**src/core/fpic_pkg.sv**
```systemverilog
package fpic_pkg;
	// Register addresses on the control bus
	localparam logic [8:0] FPIC_ADDR_PATH_A = 9'h000;
	localparam logic [8:0] FPIC_ADDR_PATH_B = 9'h002;
	localparam logic [15:0] FPIC_CTRL_RESET = 16'h0000;
	// Field positions in a path control word
	localparam int FPIC_ACC_LSB = 0;
	localparam int FPIC_UNS_BIT = 2;
	localparam int FPIC_COEF_LSB = 3;
	localparam int FPIC_RATE_LSB = 8;
	localparam int FPIC_NEG_LSB = 10;
	localparam int FPIC_SRC_BIT = 13;
	localparam int FPIC_DEL_LSB = 14;
	// Field encodings
	localparam logic [1:0] FPIC_RATE_QUARTER = 2'h2;
	localparam logic [1:0] FPIC_RATE_HALF = 2'h3;
	localparam logic [2:0] FPIC_NEG_ALWAYS = 3'h4;
	localparam logic [1:0] FPIC_DEL_NONE = 2'h0;
	localparam logic [1:0] FPIC_DEL_ONE = 2'h1;
	localparam logic [1:0] FPIC_DEL_THREE = 2'h2;
	localparam logic [1:0] FPIC_DEL_COUNTER = 2'h3;
	localparam logic [4:0] FPIC_COEF_REG1 = 5'h1b;
	localparam logic [4:0] FPIC_COEF_REG3 = 5'h1f;
	localparam logic [4:0] FPIC_COEF_ALT01 = 5'h11;
	localparam logic [4:0] FPIC_COEF_ALT23 = 5'h15;
	localparam logic [4:0] FPIC_COEF_CYCLE = 5'h00;
	// Terminal count timing
	localparam int FPIC_TC_FIRST = 8;
	localparam int FPIC_TC_MULT = 16;
	localparam int FPIC_CNT_W = 16;
	localparam int FPIC_TCW = 21;
	typedef enum logic [0:0] {
		FPIC_TC_WAIT = 1'b0,
		FPIC_TC_RUN = 1'b1
	} fpic_tc_e;
endpackage : fpic_pkg

```
**src/core/fpic_tc_gen.sv**
```systemverilog
`timescale 1ns/10ps
// Terminal-count strobe generator restarted by sync
module fpic_tc_gen import fpic_pkg::*; (
	input wire logic clk, // Clock
	input wire logic rstn, // Async reset
	input wire logic sync_ev, // Sync event, one cycle
	input wire logic [FPIC_CNT_W-1:0] cnt_val, // Counter period value
	output logic tc_ff // Strobe, one cycle
);
	fpic_tc_e state_ff;
	logic [FPIC_TCW-1:0] count_ff;
	logic [FPIC_TCW-1:0] period;

	assign period = FPIC_TCW'(FPIC_TC_MULT) * (FPIC_TCW'(cnt_val) + 1'b1);

	always_ff @(posedge clk or negedge rstn) begin
		if (!rstn) begin
			state_ff <= FPIC_TC_WAIT;
			count_ff <= '0;
			tc_ff <= 1'b0;
		end else if (sync_ev) begin
			state_ff <= FPIC_TC_RUN;
			count_ff <= FPIC_TCW'(FPIC_TC_FIRST - 1);
			tc_ff <= 1'b0;
		end else begin
			case (state_ff)
				FPIC_TC_WAIT: begin
					tc_ff <= 1'b0;
				end
				FPIC_TC_RUN: begin
					if (count_ff == FPIC_TCW'(1)) begin
						tc_ff <= 1'b1;
						count_ff <= period;
					end else begin
						tc_ff <= 1'b0;
						count_ff <= count_ff - 1'b1;
					end
				end
				default: begin
					state_ff <= FPIC_TC_WAIT;
					tc_ff <= 1'b0;
				end
			endcase
		end
	end

	tc_spacing_a: assert property (@(posedge clk) disable iff (!rstn)
		$rose(tc_ff) |=> !tc_ff)
		else $error("terminal count strobe longer than one cycle");
endmodule : fpic_tc_gen

```
**src/core/fpic_path.sv**
```systemverilog
`timescale 1ns/10ps
// One filter path input stage
module fpic_path import fpic_pkg::*; (
	input wire logic clk, // Clock
	input wire logic rstn, // Async reset
	input wire logic sync_ev, // Sync event
	input wire logic [15:0] ctrl, // Path control word
	input wire logic [11:0] a_in, // A samples
	input wire logic [11:0] b_in, // B samples
	input wire logic [11:0] cnt_in, // Counter value as input
	output logic [11:0] samp_ff, // Captured sample
	output logic samp_vld_ff, // Capture strobe
	output logic [1:0] coef_idx_ff, // Coefficient register in use
	output logic out_vld_ff, // Accumulator output strobe
	output logic unsigned_ff // Adder unsigned mode
);
	logic [1:0] acc_sel;
	logic [4:0] coefficient_use_select;
	logic [1:0] rate_sel;
	logic [2:0] neg_sel;
	logic [1:0] input_delay_select_alt;
	logic [11:0] src;
	logic [11:0] d1_ff;
	logic [11:0] d2_ff;
	logic [11:0] d3_ff;
	logic [11:0] dly;
	logic [1:0] ph_ff;
	logic [1:0] samp_ph_ff;
	logic [1:0] acc_ff;
	logic cap;
	logic neg;
	logic [1:0] acc_last;

	assign acc_sel = ctrl[FPIC_ACC_LSB+:2];
	assign coefficient_use_select = ctrl[FPIC_COEF_LSB+:5];
	assign rate_sel = ctrl[FPIC_RATE_LSB+:2];
	assign neg_sel = ctrl[FPIC_NEG_LSB+:3];
	assign input_delay_select_alt = ctrl[FPIC_DEL_LSB+:2];
	assign src = ctrl[FPIC_SRC_BIT] ? a_in : b_in;

	always_ff @(posedge clk or negedge rstn) begin
		if (!rstn) begin
			d1_ff <= '0;
			d2_ff <= '0;
			d3_ff <= '0;
		end else begin
			d1_ff <= src;
			d2_ff <= d1_ff;
			d3_ff <= d2_ff;
		end
	end

	// Delays in clocks, ahead of rate capture
	always_comb begin
		case (input_delay_select_alt)
			FPIC_DEL_NONE: dly = src;
			FPIC_DEL_ONE: dly = d1_ff;
			FPIC_DEL_THREE: dly = d3_ff;
			FPIC_DEL_COUNTER: dly = cnt_in;
			default: dly = src;
		endcase
	end

	// Clock phase from sync
	always_ff @(posedge clk or negedge rstn) begin
		if (!rstn) ph_ff <= '0;
		else if (sync_ev) ph_ff <= '0;
		else ph_ff <= ph_ff + 1'b1;
	end

	always_comb begin
		case (rate_sel)
			FPIC_RATE_QUARTER: cap = (ph_ff == 2'd3);
			FPIC_RATE_HALF: cap = ph_ff[0];
			default: cap = 1'b1;
		endcase
	end

	// Even/odd time of the sample being captured
	always_comb begin
		case (neg_sel)
			3'h0: neg = 1'b0;
			3'h1: neg = ~ph_ff[0];
			3'h2: neg = ph_ff[1];
			3'h3: neg = ~ph_ff[1];
			FPIC_NEG_ALWAYS: neg = 1'b1;
			3'h5: neg = ph_ff[0];
			3'h6: neg = ~ph_ff[1];
			3'h7: neg = ph_ff[1];
			default: neg = 1'b0;
		endcase
	end

	always_ff @(posedge clk or negedge rstn) begin
		if (!rstn) begin
			samp_ff <= '0;
			samp_vld_ff <= 1'b0;
			samp_ph_ff <= '0;
		end else begin
			samp_vld_ff <= cap;
			if (cap) begin
				samp_ff <= neg ? 12'(-dly) : dly;
				samp_ph_ff <= samp_ph_ff + 1'b1;
			end
			if (sync_ev) samp_ph_ff <= '0;
		end
	end

	// Coefficient selection sequence
	always_ff @(posedge clk or negedge rstn) begin
		if (!rstn) coef_idx_ff <= '0;
		else begin
			case (coefficient_use_select)
				FPIC_COEF_REG1: coef_idx_ff <= 2'd1;
				FPIC_COEF_REG3: coef_idx_ff <= 2'd3;
				FPIC_COEF_ALT01: coef_idx_ff <= {1'b0, samp_ph_ff[0]};
				FPIC_COEF_ALT23: coef_idx_ff <= {1'b1, samp_ph_ff[0]};
				FPIC_COEF_CYCLE: coef_idx_ff <= samp_ph_ff;
				default: coef_idx_ff <= '0;
			endcase
		end
	end

	always_comb begin
		case (acc_sel)
			2'h2: acc_last = 2'd3;
			2'h3: acc_last = 2'd1;
			default: acc_last = 2'd0;
		endcase
	end

	// Accumulate sums and set output rate
	always_ff @(posedge clk or negedge rstn) begin
		if (!rstn) begin
			acc_ff <= '0;
			out_vld_ff <= 1'b0;
		end else if (sync_ev) begin
			acc_ff <= '0;
			out_vld_ff <= 1'b0;
		end else if (samp_vld_ff) begin
			out_vld_ff <= (acc_ff >= acc_last);
			acc_ff <= (acc_ff >= acc_last) ? 2'd0 : acc_ff + 1'b1;
		end else out_vld_ff <= 1'b0;
	end

	always_ff @(posedge clk or negedge rstn) begin
		if (!rstn) unsigned_ff <= 1'b0;
		else unsigned_ff <= ctrl[FPIC_UNS_BIT];
	end

	full_rate_a: assert property (@(posedge clk) disable iff (!rstn)
		(rate_sel < 2'd2) |=> samp_vld_ff)
		else $error("full rate did not capture every clock");
	neg_all_a: assert property (@(posedge clk) disable iff (!rstn)
		(neg_sel == FPIC_NEG_ALWAYS && cap) |=>
		samp_ff == 12'(-$past(dly)))
		else $error("sample not negated");
	src_sel_a: assert property (@(posedge clk) disable iff (!rstn)
		(input_delay_select_alt == FPIC_DEL_NONE && neg_sel == 3'h0 && cap
		&& ctrl[FPIC_SRC_BIT]) |=> samp_ff == $past(a_in))
		else $error("wrong input source");
	del_one_a: assert property (@(posedge clk) disable iff (!rstn)
		(input_delay_select_alt == FPIC_DEL_ONE) |-> dly == $past(src))
		else $error("one clock delay wrong");
	del_three_a: assert property (@(posedge clk) disable iff (!rstn)
		(input_delay_select_alt == FPIC_DEL_THREE) |-> dly == $past(src, 3))
		else $error("three clock delay wrong");
	uns_mode_a: assert property (@(posedge clk) disable iff (!rstn)
		1'b1 |=> unsigned_ff == $past(ctrl[FPIC_UNS_BIT]))
		else $error("unsigned mode not following control");
	coef_fix_a: assert property (@(posedge clk) disable iff (!rstn)
		coefficient_use_select == FPIC_COEF_REG3 |=> coef_idx_ff == 2'd3)
		else $error("coefficient register 3 not used");
	full_out_a: assert property (@(posedge clk) disable iff (!rstn)
		(acc_sel < 2'd2 && samp_vld_ff && !sync_ev) |=> out_vld_ff)
		else $error("full rate output missing");
endmodule : fpic_path

```
**src/core/fpic_top.sv**
```systemverilog
`timescale 1ns/10ps
// Functional notes
// - Accumulate field 0/1 gives no accumulation, 2 sums four, 3 sums two.
// - Each path's output rate is full, half or quarter per accumulation.
// - Control bit 2 puts the cell adder into unsigned mode.
// - Coefficient field 1B, 1F, 11, 15, 00 pick reg1, reg3, 0/1, 2/3, all.
// - Rate field 0/1 is full rate, 2 quarter rate, 3 half rate input.
// - Negation field 0 leaves samples alone and 4 negates all of them.
// - Negation 1,2,3,5,6,7 negate even full, odd half, even quarter, etc.; here 3 negates no sample at quarter rate.
// - Control bit 13 takes input A when high and input B when low.
// - Delay field picks no delay, one clock, three clocks or the counter.
// - Input delays are in clocks and come before rate capture.
// - Terminal count fires 8 clocks after sync, then every 16*(count+1).
// - Path A word sits at address 0 and path B at address 2, both R/W.
// - Counters and accumulators restart on the active-low sync input.
// - The host uses chip enable, read, write, address and data lines.
module fpic_top import fpic_pkg::*; (
	input wire logic clk, // Clock
	input wire logic rstn, // Async reset, active low
	input wire logic sync_n, // Sync input, active low
	input wire logic [11:0] a_in, // Path A samples
	input wire logic [11:0] b_in, // Path B samples
	input wire logic [FPIC_CNT_W-1:0] cnt_val, // Counter period value
	input wire logic ce_n, // Chip enable
	input wire logic re_n, // Read strobe
	input wire logic we_n, // Write strobe
	input wire logic [8:0] addr, // Control address
	input wire logic [15:0] data_in, // Control data in
	output logic [15:0] data_out_ff, // Control data out
	output logic data_oe_ff, // Control data drive enable
	output logic tc_n_ff, // Terminal count strobe, active low
	output logic [11:0] a_samp_ff, // Path A captured sample
	output logic a_vld_ff, // Path A capture strobe
	output logic [1:0] a_coef_ff, // Path A coefficient index
	output logic a_out_vld_ff, // Path A output strobe
	output logic a_uns_ff, // Path A unsigned mode
	output logic [11:0] b_samp_ff, // Path B captured sample
	output logic b_vld_ff, // Path B capture strobe
	output logic [1:0] b_coef_ff, // Path B coefficient index
	output logic b_out_vld_ff, // Path B output strobe
	output logic b_uns_ff // Path B unsigned mode
);
	logic [15:0] path_a_input_control_ff;
	logic [15:0] path_b_input_control_ff;
	logic sync_d_ff;
	logic sync_ev;
	logic tc;
	logic [FPIC_CNT_W-1:0] run_cnt_ff;
	logic wr_ff;
	logic wr_go;

	// Sync event: falling edge of sync input
	always_ff @(posedge clk or negedge rstn) begin
		if (!rstn) sync_d_ff <= 1'b1;
		else sync_d_ff <= sync_n;
	end
	assign sync_ev = !sync_n && sync_d_ff;

	// Write on strobe leading edge
	always_ff @(posedge clk or negedge rstn) begin
		if (!rstn) wr_ff <= 1'b0;
		else wr_ff <= !ce_n && !we_n;
	end
	assign wr_go = !ce_n && !we_n && !wr_ff;

	always_ff @(posedge clk or negedge rstn) begin
		if (!rstn) begin
			path_a_input_control_ff <= FPIC_CTRL_RESET;
			path_b_input_control_ff <= FPIC_CTRL_RESET;
		end else if (wr_go) begin
			if (addr == FPIC_ADDR_PATH_A)
				path_a_input_control_ff <= data_in;
			if (addr == FPIC_ADDR_PATH_B)
				path_b_input_control_ff <= data_in;
		end
	end

	// Read back; drive only while read is active
	always_ff @(posedge clk or negedge rstn) begin
		if (!rstn) begin
			data_out_ff <= '0;
			data_oe_ff <= 1'b0;
		end else begin
			data_oe_ff <= !ce_n && !re_n && we_n;
			case (addr)
				FPIC_ADDR_PATH_A: data_out_ff <= path_a_input_control_ff;
				FPIC_ADDR_PATH_B: data_out_ff <= path_b_input_control_ff;
				default: data_out_ff <= '0;
			endcase
		end
	end

	// Counter cleared by sync and by terminal count, offered as a path input
	always_ff @(posedge clk or negedge rstn) begin
		if (!rstn) run_cnt_ff <= '0;
		else if (sync_ev || tc) run_cnt_ff <= '0;
		else run_cnt_ff <= run_cnt_ff + 1'b1;
	end

	fpic_tc_gen u_tc (
		.clk(clk),
		.rstn(rstn),
		.sync_ev(sync_ev),
		.cnt_val(cnt_val),
		.tc_ff(tc)
	);

	always_ff @(posedge clk or negedge rstn) begin
		if (!rstn) tc_n_ff <= 1'b1;
		else tc_n_ff <= !tc;
	end

	fpic_path u_path_a (
		.clk(clk),
		.rstn(rstn),
		.sync_ev(sync_ev),
		.ctrl(path_a_input_control_ff),
		.a_in(a_in),
		.b_in(b_in),
		.cnt_in(run_cnt_ff[11:0]),
		.samp_ff(a_samp_ff),
		.samp_vld_ff(a_vld_ff),
		.coef_idx_ff(a_coef_ff),
		.out_vld_ff(a_out_vld_ff),
		.unsigned_ff(a_uns_ff)
	);

	fpic_path u_path_b (
		.clk(clk),
		.rstn(rstn),
		.sync_ev(sync_ev),
		.ctrl(path_b_input_control_ff),
		.a_in(a_in),
		.b_in(b_in),
		.cnt_in(run_cnt_ff[11:0]),
		.samp_ff(b_samp_ff),
		.samp_vld_ff(b_vld_ff),
		.coef_idx_ff(b_coef_ff),
		.out_vld_ff(b_out_vld_ff),
		.unsigned_ff(b_uns_ff)
	);

	reg_write_a: assert property (@(posedge clk) disable iff (!rstn)
		(wr_go && addr == FPIC_ADDR_PATH_B) |=>
		path_b_input_control_ff == $past(data_in))
		else $error("path B control write lost");
	read_drive_a: assert property (@(posedge clk) disable iff (!rstn)
		(ce_n || re_n) |=> !data_oe_ff)
		else $error("data bus driven without read");
	tc_first_a: assert property (@(posedge clk) disable iff (!rstn)
		sync_ev ##1 !sync_ev [*7] |=> tc)
		else $error("terminal count not eight clocks after sync");
endmodule : fpic_top

```
**config.mk**
```make
export PLATFORM = sky130hd
export DESIGN_NAME = fpic_top
export DESIGN_NICKNAME = d
export VERILOG_FILES = /design/src/core/fpic_pkg.sv /design/src/core/fpic_tc_gen.sv /design/src/core/fpic_path.sv /design/src/core/fpic_top.sv
export SDC_FILE = /design/constraint.sdc
export NUM_CORES = 1
export LEC_CHECK = 0
export BUFFER_PORTS_ARGS = -buffer_cell sky130_fd_sc_hd__buf_2
export CAP_MARGIN = 5
export CORE_MARGIN = 1
export CORE_UTILIZATION = 45
export DETAILED_ROUTE_END_ITERATION = 8
export SLEW_MARGIN = 10
export SYNTH_ARGS = -nofsm -noshare
export SYNTH_HDL_FRONTEND = slang
export SYNTH_SLANG_ARGS = --single-unit
```
**constraint.sdc**
```tcl
create_clock -name clk -period 2.9 [get_ports clk]
set_input_delay 0.29 -clock clk [delete_from_list [all_inputs] [get_ports clk]]
set_output_delay 0.29 -clock clk [all_outputs]
set_load 0.01 [all_outputs]
```
==> results.yml <==
yosys:
  synth_cell_types: 68
  avgSynthCellArea_um2: 10.9
  synth_top_cell_area_share: 0.517
  synth-edff-count: 0
  syn-num-nets: 985
  ys_seq_area_frac: 0.522
  synth_ff_type: "dfrtp_1"
  synth_area_um2: 9830
  synth_top_cell_by_area: "dfrtp_1"
  synth.area.top_cells: "dfrtp_1, mux2_2, mux2i_1"
  ys_ff_latch: 205
  synthArstFlopShare: 1.00
  synth_cells: 902
  ys_warn_count: 0
clocking:
  hold_buffers: 6
  cts_buffers: 22
  cts_tree: "yes"
  cts_resized: 0
  cts.clk_slew.worst_paths_ns: 0.06
  clk-insertion-delay-late_ns: 0.51
  cts_htree_levels: 1
  post-cts-setup-buffer-count: 0
  cts_buffer_depth: 3
  cts.sinks: 205
  root_buffer: "clkbuf_16"
timing:
  fin_setup_tns_ns: 0
  period_share: 0.902
  maxSlewViolCount: 0
  grt_setup_unrepaired: "no"
  post-route-min-period_ns: 2.62
  relSlewSlack: 0.524
  worst_pin_slew_ns: 0.708
  setup_violations: 0
  setup_slack_ns: 0.283
  finalHoldViolations: 0
  fmax_ghz: 0.382
  fin_skew_ns: 0.00820
place:
  place_area_um2: 10900
  place.port_buffers: 122
  hpwl_mm: 17.1
  gp_congestion: 0.837
  dp_slack_ns: 0.299
routing:
  first_iter_violations: 335
  wl_per_cell_um: 18.0
  drc_errors: 0
  vias: 7353
  first_pass_iters: 4
  antenna_left: 0
  via_per_inst: 5.51
  routed_wl_mm: 24.1
global_route:
  track_usage: 0.223
  grt_overflow: 0
  antenna_found_initial: 4
  grt_max_degree: 81
  grt_pass1_vias: 7352
  grt_pass1_wl_mm: 39.2
floorplan:
  std_cell_rows: 53
  pin_count: 123
  core_area_um2: 21200
  start_util: 0.463
  die_h_um: 150
  die_x_um: 150
  die_area_um2: 22400
layout:
  final_nets: 1124
  stdcell_area_um2: 11700
  area_growth_pct: 19.4
  mostFrequentLayoutCells: "dfrtp_1, buf_2, nor2_1"
  final_common_cell: "dfrtp_1"
  drive_gt1_frac: 0.262
power:
  powerDensity_nw_per_um2: 654
  p_leak_nw: 5.34
  vdd_drop_max_uv: 473
  power_mw: 7.67
worst_setup_path:
  cp.arrival_ns: 2.99
  regToRegSetupSlack_ns: 0.28
  critical_path.reg2reg.startpoint: "path_b_input_control_ff[13]"
  critPathKind: "flip-flop to flip-flop"
  reg2regPathDepth: 10
  cpPeakStageDelay_ns: 0.49
  timing.rr.end: "u_path_b.samp_ff[10]"
  cp-start-kind: "flip-flop"
  cp-end-kind: "flip-flop"
  cpMaxStageDelayCell: "mux4_2"
  crit_chain: "mux2_2, mux4_2, inv_1, ha_1, nand2_1, o32ai_1, buf_4, a41oi_1, xnor2_1, a21oi_1"
  worstPathRequired_ns: 3.27
  crit_fanout: 6
outcome:
  status: "finished, final reports clean"
hold_path:
  worstHoldStart: "data_in[14]"
  hp-class: "input pin to flip-flop"
  min_to: "path_a_input_control_ff[14]"
  worstHoldPathCells: 3
run:
  maxCapViolCount: 0
-- how the worst max path moves through the flow --
stage | to | slack [ns] | cells after the start | startpoint
floorplan | u_path_b.samp_ff[10] | 0.24 | 10 | path_b_input_control_ff[13]
global placement | u_path_b.samp_ff[10] | 0.36 | 10 | path_b_input_control_ff[13]
detailed placement | u_path_b.samp_ff[10] | 0.30 | 10 | path_b_input_control_ff[13]
CTS | u_path_b.samp_ff[10] | 0.29 | 10 | path_b_input_control_ff[13]
global route | u_path_b.samp_ff[10] | 0.07 | 10 | path_b_input_control_ff[13]
finish | u_path_b.samp_ff[10] | 0.28 | 10 | path_b_input_control_ff[13]
-- logic make-up (layout without fill, tap and decap cells) --
kind of cell	after synthesis	count (layout)	share of synthesized area
fa+ha+maj	12	12	0.0153
xor+xnor	43	43	0.0383
buf+inv	78	233	0.0326
simple gates	285	285	0.150
flops	205	205	0.522
mux	100	100	0.123
other cells	0	2	0
compound gates	179	179	0.119
-- metal layers --
layer	up-vias	GRT usage	share of wire
met5	-	0	0.0010
met2	139	0.369	0.49
met4	4	0.0495	0.016
li1	3542	-	-
met3	35	0.0488	0.050
met1	3633	0.299	0.44
-- flip-flops by register name (all words and copies together) (netlist names), 2 cells and up --
register,flops
u_tc.count_ff,21
data_out_ff,16
path_a_input_control_ff,16
path_b_input_control_ff,16
run_cnt_ff,12
u_path_a.d1_ff,12
u_path_a.d2_ff,12
u_path_a.d3_ff,12
u_path_a.samp_ff,12
u_path_b.d1_ff,12
u_path_b.d2_ff,12
u_path_b.d3_ff,12
u_path_b.samp_ff,12
u_path_a.acc_ff,2
u_path_a.coef_idx_ff,2
u_path_a.ph_ff,2
u_path_a.samp_ph_ff,2
u_path_b.acc_ff,2
u_path_b.coef_idx_ff,2
u_path_b.ph_ff,2
u_path_b.samp_ph_ff,2
-- cell type report --
type / instances / area [µm²]
clock buffer: 32 / 669
fill: 1886 / 9480
tap: 275 / 344
timing repair buffer: 161 / 965
antenna: 2 / 5.00
sequential: 205 / 5130
multi-input combinational: 619 / 4390
clock inverter: 8 / 115
inverter: 32 / 120
-- cell usage after synthesis (all sizes together), types with 7 or more instances --
library cell / n
mux2i: 32
nor4: 17
clkbuf: 29
nor3b: 12
nor4b: 7
nor2: 76
nand2b: 10
xnor2: 21
nor3: 23
nand4: 7
xor2: 22
a22o: 20
nand2: 63
inv: 29
o21ai: 49
or3: 8
a211oi: 8
dfrtp: 203
mux2: 57
a21oi: 46
mux4: 11
ha: 12
or4: 7
buf: 17
and2: 8
nand3: 19
and3: 9
-- per-stage QoR --
stage,instances,util,hold WS [ns]
after floorplan,902,-,-0.00559
after detailed placement,1286,0.513,0.335
final,1334,0.553,0.0196
after global routing,1332,0.553,0.00800
after global placement,1286,0.513,0.332
after CTS,1332,0.553,0.00852
-- worst max-delay path: cells and delay by family (launching register included) --
family                     cells  cell delay [ns]
DFF                            1             0.46
buffers and inverters          2             0.28
and+or+nand+nor                1             0.06
xor gates and xnor gates       1             0.18
AOI/OAI and AO/OA              3             0.45
adders and majority gates      1             0.18
muxes                          2             0.88
-- power breakdown --
part,switching (mW),internal [mW]
combinational,0.680,0.595
sequential,0.259,3.14
clock,1.14,1.86
total,2.07,5.60
(Power assumes the default switching activity.)
